File: config.mk
export PLATFORM = sky130hd
export DESIGN_NAME = sync_command_link
export DESIGN_NICKNAME = d
export VERILOG_FILES = /design/src/shared/sync_link_pkg.sv /design/src/rtl/cmd_fifo.sv /design/src/rtl/sync_command_link.sv
export VERILOG_INCLUDE_DIRS = /design/src /design/src/shared
export SDC_FILE = /design/constraint.sdc
export NUM_CORES = 1
export LEC_CHECK = 0
export BUFFER_PORTS_ARGS = -buffer_cell sky130_fd_sc_hd__buf_2
export CORE_UTILIZATION = 55
export DETAILED_ROUTE_END_ITERATION = 8
export PLACE_DENSITY = 0.76
export SYNTH_ARGS = -nofsm -noshare
export SYNTH_HDL_FRONTEND = slang
export SYNTH_SLANG_ARGS = --single-unit
File: constraint.sdc
create_clock -name clk_i -period 5.6 [get_ports clk_i]
set_input_delay 0.56 -clock clk_i [delete_from_list [all_inputs] [get_ports clk_i]]
set_output_delay 0.56 -clock clk_i [all_outputs]
set_load 0.005 [all_outputs]
File: src/shared/sync_link_params.svh
// Constants for the synchronous command link framer.
// Included by the package and the design files by bare name.
`ifndef SYNC_LINK_PARAMS_SVH
`define SYNC_LINK_PARAMS_SVH

// ----------------------------------------------------------------
// Word layout
// ----------------------------------------------------------------
`define SL_WORD_W 64
`define SL_CNT_W 40
`define SL_BUNCH_W 16
`define SL_TFID_W 24
`define SL_BYTE_W 8
`define SL_BODY_W 32
`define SL_COMMA 8'hbc
`define SL_COMMA_LSB 56
`define SL_CMD_LSB 40
`define SL_EXT_CODE_LSB 48
`define SL_EXT_PROMPT_LSB 40

// Flexible area type field
`define SL_FLEX_COUNT 8'h00
`define SL_FLEX_CMD 8'h01

// Prompt flag bit positions
`define SL_PF_HAD_REV 0
`define SL_PF_HAD_FILL 1
`define SL_PF_EL_REV 2
`define SL_PF_EL_FILL 3
`define SL_PF_TF_START 4

// ----------------------------------------------------------------
// Command codes
// ----------------------------------------------------------------
`define SL_CMD_IDLE 8'h00
`define SL_CMD_RUN_START 8'h01
`define SL_CMD_RUN_STOP 8'h02
`define SL_CMD_RESYNC 8'h03
`define SL_CMD_APPLY_BUSY 8'h04
`define SL_CMD_RELEASE_BUSY 8'h05
`define SL_CMD_SEND_CONFIG 8'h06
`define SL_CMD_CONFIG_DONE 8'h07
`define SL_CMD_FW_TRIGGER 8'h08

// ----------------------------------------------------------------
// Queues and register map
// ----------------------------------------------------------------
`define SL_FIFO_DEPTH 8
`define SL_FIFO_AW 3
`define SL_WB_AW 8
`define SL_REG_CTRL 8'h00
`define SL_REG_RC_BODY 8'h04
`define SL_REG_RC_CMD 8'h08
`define SL_REG_STATUS 8'h0c
`define SL_REG_CNT_LO 8'h10
`define SL_REG_CNT_HI 8'h14
`define SL_CTRL_ENABLE 0
`define SL_CTRL_EXTENDED 1
`define SL_CTRL_FORCE_DT 2
`define SL_CTRL_RESET 32'h0000_0001

`endif

File: src/shared/sync_link_pkg.sv
// Types for the synchronous command link framer.
// Relies on sync_link_params.svh for the command entry field widths.
`include "sync_link_params.svh"

package sync_link_pkg;

    typedef struct packed {
        logic [`SL_BYTE_W-1:0] code;
        logic [`SL_BODY_W-1:0] body;
    } cmd_entry_type;

    typedef struct packed {
        logic had_rev;
        logic had_fill;
        logic el_rev;
        logic el_fill;
    } beam_flags_type;

    typedef enum logic [1:0] {SRC_IDLE, SRC_FLOW, SRC_TRIG, SRC_RUN} source_type;

    typedef enum logic {LINK_OWNED, LINK_LENT} link_state_type;

endpackage : sync_link_pkg

File: src/rtl/cmd_fifo.sv
// Command queue: fixed-depth FIFO of command entries.
// Same clock as its user; pop_data_o valid while pop_valid_o is high.
`timescale 1ns/1ps
`default_nettype none
`include "sync_link_params.svh"

module cmd_fifo (
    input wire logic clk_i,
    input wire logic rst_i,
    input wire logic push_valid_i,
    input wire sync_link_pkg::cmd_entry_type push_data_i,
    output logic push_ready_o,
    output logic pop_valid_o,
    input wire logic pop_ready_i,
    output sync_link_pkg::cmd_entry_type pop_data_o
);
    import sync_link_pkg::*;

    cmd_entry_type mem_ff [`SL_FIFO_DEPTH];
    logic [`SL_FIFO_AW-1:0] wr_ff;
    logic [`SL_FIFO_AW-1:0] rd_ff;
    logic [`SL_FIFO_AW:0] used_ff;
    logic do_push;
    logic do_pop;

    assign push_ready_o = (used_ff != (`SL_FIFO_AW+1)'(`SL_FIFO_DEPTH));
    assign pop_valid_o = (used_ff != '0);
    assign pop_data_o = mem_ff[rd_ff];
    assign do_push = push_valid_i && push_ready_o;
    assign do_pop = pop_ready_i && pop_valid_o;

    always_ff @(posedge clk_i) begin
        if (do_push) begin
            mem_ff[wr_ff] <= push_data_i;
        end
    end

    always_ff @(posedge clk_i) begin
        if (rst_i) begin
            wr_ff <= '0;
            rd_ff <= '0;
            used_ff <= '0;
        end else begin
            if (do_push) begin
                wr_ff <= wr_ff + 1'b1;
            end
            if (do_pop) begin
                rd_ff <= rd_ff + 1'b1;
            end
            if (do_push && !do_pop) begin
                used_ff <= used_ff + 1'b1;
            end else if (do_pop && !do_push) begin
                used_ff <= used_ff - 1'b1;
            end
        end
    end

endmodule : cmd_fifo
`default_nettype wire

File: src/rtl/sync_command_link.sv
// Timing unit command framer: one 64-bit word per bunch crossing.
// Assumes link_clk_i is the beam clock, asynchronous to clk_i and much slower;
// flow and trigger requests come from same-clock logic; a serialiser with
// 8b/10b coding follows and sends the top byte as a comma character.
//
// Notes on behaviour
// - 64 payload bits per crossing, 80 line
// - Baseline: counter, 16-bit command, comma byte
// - Extended: flex data, prompt flags, command, comma
// - Flexible area starts with type field
// - Beam and timeframe flags sent as prompt
// - Beam information inserted immediately, highest priority
// - Three queues drained flow, trigger, run
// - Run control parameters passed, not interpreted
// - Beam information merged into command stream
// - Truncation flagged; dead-time limits it
// - Trigger summaries compiled, decision sent out
// - Trigger status may be asynchronous link
// - Link gives clock, crossing labels, timeframes
// - Fixed latency from issue to use
// - 16-bit bunch count, 24-bit timeframe id
//
// Register access over Wishbone and the register offsets were left to the implementer.
`timescale 1ns/1ps
`default_nettype none
`include "sync_link_params.svh"

module sync_command_link (
    input wire logic clk_i,
    input wire logic rst_i,
    input wire logic [`SL_WB_AW-1:0] wb_adr_i,
    input wire logic [31:0] wb_dat_i,
    input wire logic [3:0] wb_sel_i,
    input wire logic wb_we_i,
    input wire logic wb_cyc_i,
    input wire logic wb_stb_i,
    output logic [31:0] wb_dat_o,
    output logic wb_ack_o,
    input wire logic link_clk_i,
    input wire sync_link_pkg::beam_flags_type beam_i,
    input wire logic flow_valid_i,
    input wire sync_link_pkg::cmd_entry_type flow_i,
    output logic flow_ready_o,
    input wire logic trig_valid_i,
    input wire sync_link_pkg::cmd_entry_type trig_i,
    output logic trig_ready_o,
    input wire logic config_done_i,
    output logic [`SL_WORD_W-1:0] word_o,
    output logic word_valid_o,
    output logic comma_k_o,
    output logic deadtime_o,
    output logic link_lent_o
);
    import sync_link_pkg::*;

    // ----------------------------------------------------------------
    // Helpers
    // ----------------------------------------------------------------
    function automatic logic [31:0] merge_bytes(input logic [31:0] old_v,
                                                input logic [31:0] new_v,
                                                input logic [3:0] sel);
        logic [31:0] res;
        res = old_v;
        for (int i = 0; i < 4; i++) begin
            if (sel[i]) begin
                res[i*8 +: 8] = new_v[i*8 +: 8];
            end
        end
        return res;
    endfunction : merge_bytes

    // ----------------------------------------------------------------
    // Input synchronisers and crossing tick
    // ----------------------------------------------------------------
    logic [1:0] lclk_sync_ff;
    logic lclk_prev_ff;
    beam_flags_type beam_meta_ff;
    beam_flags_type beam_ff;
    logic tick;

    always_ff @(posedge clk_i) begin
        if (rst_i) begin
            // Start high so reset never fakes a crossing edge
            lclk_sync_ff <= '1;
            lclk_prev_ff <= 1'b1;
            beam_meta_ff <= '0;
            beam_ff <= '0;
        end else begin
            lclk_sync_ff <= {lclk_sync_ff[0], link_clk_i};
            lclk_prev_ff <= lclk_sync_ff[1];
            beam_meta_ff <= beam_i;
            beam_ff <= beam_meta_ff;
        end
    end

    assign tick = lclk_sync_ff[1] && !lclk_prev_ff;

    // ----------------------------------------------------------------
    // Register bus
    // ----------------------------------------------------------------
    logic [31:0] ctrl_ff;
    logic [31:0] rc_body_ff;
    logic rc_drop_ff;
    logic wb_ack_ff;
    logic [31:0] wb_dat_ff;
    logic bus_req;
    logic bus_wr;
    logic rc_push;
    logic rc_ready;
    logic [`SL_CNT_W-1:0] count_ff;
    logic busy_ff;
    link_state_type link_ff;

    assign bus_req = wb_cyc_i && wb_stb_i && !wb_ack_ff;
    assign bus_wr = bus_req && wb_we_i;
    assign rc_push = bus_wr && (wb_adr_i == `SL_REG_RC_CMD) && wb_sel_i[0];
    assign wb_ack_o = wb_ack_ff;
    assign wb_dat_o = wb_dat_ff;

    always_ff @(posedge clk_i) begin
        if (rst_i) begin
            wb_ack_ff <= 1'b0;
            wb_dat_ff <= '0;
        end else begin
            wb_ack_ff <= bus_req;
            if (bus_req && !wb_we_i) begin
                unique case (wb_adr_i)
                    `SL_REG_CTRL: wb_dat_ff <= ctrl_ff;
                    `SL_REG_RC_BODY: wb_dat_ff <= rc_body_ff;
                    `SL_REG_STATUS: wb_dat_ff <= {28'h0, rc_drop_ff, !rc_ready,
                                                  busy_ff, link_ff == LINK_LENT};
                    `SL_REG_CNT_LO: wb_dat_ff <= count_ff[31:0];
                    `SL_REG_CNT_HI: wb_dat_ff <= {24'h0, count_ff[`SL_CNT_W-1:32]};
                    default: wb_dat_ff <= '0;
                endcase
            end
        end
    end

    always_ff @(posedge clk_i) begin
        if (rst_i) begin
            ctrl_ff <= `SL_CTRL_RESET;
            rc_body_ff <= '0;
        end else if (bus_wr) begin
            if (wb_adr_i == `SL_REG_CTRL) begin
                ctrl_ff <= merge_bytes(ctrl_ff, wb_dat_i, wb_sel_i);
            end
            if (wb_adr_i == `SL_REG_RC_BODY) begin
                rc_body_ff <= merge_bytes(rc_body_ff, wb_dat_i, wb_sel_i);
            end
        end
    end

    // Lost run command sticky; write one to clear, loss wins
    always_ff @(posedge clk_i) begin
        if (rst_i) begin
            rc_drop_ff <= 1'b0;
        end else if (rc_push && !rc_ready) begin
            rc_drop_ff <= 1'b1;
        end else if (bus_wr && wb_adr_i == `SL_REG_STATUS && wb_sel_i[0] && wb_dat_i[3]) begin
            rc_drop_ff <= 1'b0;
        end
    end

    // ----------------------------------------------------------------
    // Request queues
    // ----------------------------------------------------------------
    cmd_entry_type flow_head;
    cmd_entry_type trig_head;
    cmd_entry_type rc_head;
    logic flow_has;
    logic trig_has;
    logic rc_has;
    logic flow_pop;
    logic trig_pop;
    logic rc_pop;
    source_type pick;

    cmd_fifo flow_q (
        .clk_i(clk_i), .rst_i(rst_i),
        .push_valid_i(flow_valid_i), .push_data_i(flow_i), .push_ready_o(flow_ready_o),
        .pop_valid_o(flow_has), .pop_ready_i(flow_pop), .pop_data_o(flow_head)
    );

    cmd_fifo trig_q (
        .clk_i(clk_i), .rst_i(rst_i),
        .push_valid_i(trig_valid_i), .push_data_i(trig_i), .push_ready_o(trig_ready_o),
        .pop_valid_o(trig_has), .pop_ready_i(trig_pop), .pop_data_o(trig_head)
    );

    // Run commands carry software's body untouched
    cmd_fifo rc_q (
        .clk_i(clk_i), .rst_i(rst_i),
        .push_valid_i(rc_push), .push_data_i({wb_dat_i[7:0], rc_body_ff}),
        .push_ready_o(rc_ready),
        .pop_valid_o(rc_has), .pop_ready_i(rc_pop), .pop_data_o(rc_head)
    );

    // ----------------------------------------------------------------
    // Precedence merge
    // ----------------------------------------------------------------
    cmd_entry_type chosen;
    logic send;

    assign send = tick && ctrl_ff[`SL_CTRL_ENABLE];

    always_comb begin
        pick = SRC_IDLE;
        chosen = '{code: `SL_CMD_IDLE, body: '0};
        if (flow_has) begin
            pick = SRC_FLOW;
            chosen = flow_head;
        end else if (trig_has) begin
            pick = SRC_TRIG;
            chosen = trig_head;
        end else if (rc_has && link_ff == LINK_OWNED) begin
            pick = SRC_RUN;
            chosen = rc_head;
        end
    end

    assign flow_pop = send && pick == SRC_FLOW;
    assign trig_pop = send && pick == SRC_TRIG;
    assign rc_pop = send && pick == SRC_RUN;

    // ----------------------------------------------------------------
    // Crossing counter, dead-time and link hand-over
    // ----------------------------------------------------------------
    logic tf_start;

    assign tf_start = (count_ff[`SL_BUNCH_W-1:0] == '0);

    always_ff @(posedge clk_i) begin
        if (rst_i) begin
            count_ff <= '0;
        end else if (send) begin
            if (chosen.code == `SL_CMD_RESYNC) begin
                count_ff <= '0;
            end else begin
                count_ff <= count_ff + 1'b1;
            end
        end
    end

    // Sent SL_CMD_APPLY_BUSY commands raise dead-time until an SL_CMD_RELEASE_BUSY is sent
    always_ff @(posedge clk_i) begin
        if (rst_i) begin
            busy_ff <= 1'b0;
        end else if (send && chosen.code == `SL_CMD_APPLY_BUSY) begin
            busy_ff <= 1'b1;
        end else if (send && chosen.code == `SL_CMD_RELEASE_BUSY) begin
            busy_ff <= 1'b0;
        end
    end

    assign deadtime_o = busy_ff || ctrl_ff[`SL_CTRL_FORCE_DT];

    always_ff @(posedge clk_i) begin
        if (rst_i) begin
            link_ff <= LINK_OWNED;
        end else begin
            unique case (link_ff)
                LINK_OWNED: begin
                    if (send && chosen.code == `SL_CMD_SEND_CONFIG) begin
                        link_ff <= LINK_LENT;
                    end
                end
                LINK_LENT: begin
                    if (config_done_i) begin
                        link_ff <= LINK_OWNED;
                    end
                end
            endcase
        end
    end

    assign link_lent_o = (link_ff == LINK_LENT);

    // ----------------------------------------------------------------
    // Word builder
    // ----------------------------------------------------------------
    logic [`SL_BYTE_W-1:0] prompt;
    logic [`SL_WORD_W-1:0] word_ff;
    logic valid_ff;
    logic [`SL_CNT_W-1:0] flex;

    always_comb begin
        prompt = '0;
        prompt[`SL_PF_HAD_REV] = beam_ff.had_rev;
        prompt[`SL_PF_HAD_FILL] = beam_ff.had_fill;
        prompt[`SL_PF_EL_REV] = beam_ff.el_rev;
        prompt[`SL_PF_EL_FILL] = beam_ff.el_fill;
        prompt[`SL_PF_TF_START] = tf_start;
    end

    // Type byte first, then its body
    assign flex = (pick == SRC_IDLE) ? {count_ff[`SL_BODY_W-1:0], `SL_FLEX_COUNT}
                                     : {chosen.body, `SL_FLEX_CMD};

    always_ff @(posedge clk_i) begin
        if (rst_i) begin
            word_ff <= '0;
            valid_ff <= 1'b0;
        end else begin
            valid_ff <= send;
            if (send) begin
                if (ctrl_ff[`SL_CTRL_EXTENDED]) begin
                    word_ff <= {`SL_COMMA, chosen.code, prompt, flex};
                end else begin
                    word_ff <= {`SL_COMMA, chosen.body[7:0], chosen.code, count_ff};
                end
            end
        end
    end

    assign word_o = word_ff;
    assign word_valid_o = valid_ff;
    assign comma_k_o = valid_ff;
endmodule : sync_command_link
`default_nettype wire

==> qor.yml <==
setup_path:
  crit_chain: "or4_1 > or4_1 > nor2_1 > inv_1 > ha_1 > inv_1 > ha_1 > a21o_1 > a21oi_1 > xnor2_1 > or3_1 > a21oi_1"
  path_max_fanout: 14
  slowest_stage: "or4_1"
  end_kind: "flip-flop"
  r2r_cells: 12
  max_stage_delay_ns: 0.84
  cp-start-kind: "flip-flop"
  arrival_ns: 4.79
  worstPathRequired_ns: 6.24
  setup.worst_path.class: "flip-flop to flip-flop"
drt:
  vias: 26400
  totalWireLength_um: 116000
  vias_per_cell: 6.31
  drt_first_pass_iters: 8
  drtIter0Drc: 2905
  detail-route-antenna-nets: 0
  drc: 0
  wl_per_cell_um: 27.8
grt:
  grt_pass1_wl_um: 169000
  grt_util_all_layers_pct: 26.9
  antenna_found_initial: 18
  grt_overflow: 0
  grt_max_degree: 109
  grt_pass1_vias: 25900
sta:
  tightest_slew_ns: 1.07
  finalHoldViolCount: 0
  tns_ns: 0
  clock.fmax_mhz: 241
  relSlewSlack_pct: 28.4
  report.final.slew_viol_count: 0
  min_period_over_period_pct: 74.2
  post-route-min-period_ns: 4.16
  setup_viol: 0
  fin_skew_ns: 0.0413
  rsz0062_at_grt: "no"
  holdWs_ns: 0.0644
clock_network:
  ctsHoldBuffers: 0
  cts_buffer_depth: 3
  clock-sinks: 1208
  post_cts_buffers: 0
  cts_made_buffers: 113
  clk_pin_slew_ns: 0.06
  htreeDepth: 3
  cts-root-buf: "clkbuf_16"
  clk_latency_ns: 0.72
  cts-resized-gates: 0
  cts_tree: "done"
placed_design:
  gp_congestion: 0.900
  dp.final_hpwl_um: 74400
  port_buffers: 236
power_and_ir_drop:
  irDropWorstVdd_uv: 291
  power_leakage_uw: 0.0165
  power_density_mw_per_mm2: 370
hold_path:
  whs_path_depth: 2
  hp-class: "input pin to flip-flop"
logic_synthesis:
  yosys.area.top_type: "edfxtp_1"
  synth_top_cells_by_area: "edfxtp_1, mux4_2, dfxtp_1"
  synth_cell_type_count: 62
  yosysMostFrequentCell: "edfxtp_1"
  ys_warn_count: 0
  synthArstFlopShare_pct: 0
  syn_inst: 2730
  avgSynthCellArea_um2: 17.3
  synth-edff-count: 960
  yosys-top-cells-count: "edfxtp_1, dfxtp_1, nor2_1"
  synth_top_area_share_pct: 61.2
  synth-main-ff-cell: "edfxtp_1"
  seq_area_frac_synth_pct: 71.7
  syn-cell-area_mm2: 0.0471
  ys_ff_latch: 1208
die:
  fp.dieW_um: 295
  rows: 106
  core-area_mm2: 0.0842
  pin_count: 240
  start_util_pct: 55.9
  die_y_um: 295
  die-area_mm2: 0.0868
run:
  drv_cap: 0
layout:
  final_layout_size_suffix_gt1_share_pct: 24.5
  nets: 3105
  fill_cells: 5693
  final_util_pct: 63.2
  syn2layout_area_growth_pct: 13.0
outcome:
  outcome: "finished, final reports clean"
[worst max-delay path: cells and delay by family, from the launching register on]
| family | cells | cell delay [ns] |
|---|---|---|
| fa+ha+maj | 2 | 0.49 |
| compound gates | 3 | 0.56 |
| simple gates | 4 | 2.28 |
| xor+xnor | 1 | 0.12 |
| flops | 1 | 0.39 |
| buf+inv | 2 | 0.24 |
[final timing paths]
| kind | to | slack, ns | startpoint |
|---|---|---|---|
| hold / removal | beam_meta_ff[2]$_SDFF_PP0_ | 0.06 | beam_i[2] |
| hold reg to reg | beam_ff[2]$_SDFF_PP0_ | 0.45 | beam_meta_ff[2]$_SDFF_PP0_ |
| setup / recovery | rc_q.used_ff[3]$_SDFFE_PP0P_ | 1.44 | flow_q.used_ff[0]$_SDFFE_PP0P_ |
| setup reg to reg | rc_q.used_ff[3]$_SDFFE_PP0P_ | 1.44 | flow_q.used_ff[0]$_SDFFE_PP0P_ |
[cell usage in the layout, fill, tap and decap left out, drive strengths merged, types with 15 or more instances in the layout]
cell     netlist  final
nand3         29     29
ha            17     17
nor3          49     49
xor2          38     38
mux2i        197    197
a2bb2oi       28     28
mux2          19     19
o21ai         57     57
o22ai         29     29
clkinv         0     44
inv           13     15
clkbuf       107    148
edfxtp       960    960
nor2         242    242
buf           78    286
a222oi        28     28
a21oi        100    100
nor4          29     29
dfxtp        248    248
xnor2         20     20
mux4         232    232
nand2         70     70
[sequential cells by signal, summed over array words and instances, names as in the netlist, 32 cells and up, named ones only]
signal,cells
ctrl_ff,32
count_ff,40
word_o,57
rc_q.mem_ff,320
flow_q.mem_ff,320
rc_body_ff,32
trig_q.mem_ff,320
wb_dat_o,32
[stage by stage]
| step | std cells | total power (µW) | worst slack (ns) | cell area, µm² |
|---|---|---|---|---|
| detailed placement | 3967 | 12300 | 1.10 | 49500 |
| floorplan | 2732 | 11500 | 0.505 | 47100 |
| finish | 4183 | 19700 | 1.44 | 53200 |
| global placement | 3967 | 12200 | 1.27 | 49500 |
| CTS | 4178 | 19700 | 1.48 | 53200 |
| global route | 4179 | 20200 | 1.21 | 53200 |
[layout make-up]
cell class,instances,area (µm²),share of cell area [%]
clock inverter,63,648,1.22
timing repair buffer,286,1560,2.94
sequential,1208,33800,63.5
inverter,13,48.8,0.0917
tap,1134,1420,2.67
antenna,5,12.5,0.0235
clock buffer,148,3030,5.70
multi-input combinational,1326,12700,23.8
[power breakdown]
part / leakage (µW) / switching (µW) / internal (µW)
clock: 0.00176 / 3290 / 4280
combinational: 0.00447 / 1340 / 625
sequential: 0.0103 / 154 / 9990
[routing by layer]
layer	track usage, %	part of all wire [%]	vias to the layer above
met5	0	0.16	-
met2	42.2	48	1394
li1	-	-	11200
met1	36.9	38	13500
met3	6.90	11	215
met4	9.13	3.3	28
[cells by family after synthesis]
logic type	after synthesis	synth area share (%)
xor+xnor	58	1.08
fa+ha+maj	20	0.579
simple gates	507	5.00
buf+inv	198	1.79
other cells	1	0.00796
flops	1208	71.7
mux	448	15.7
compound gates	290	4.09
Power figures use the tool's default switching activity.
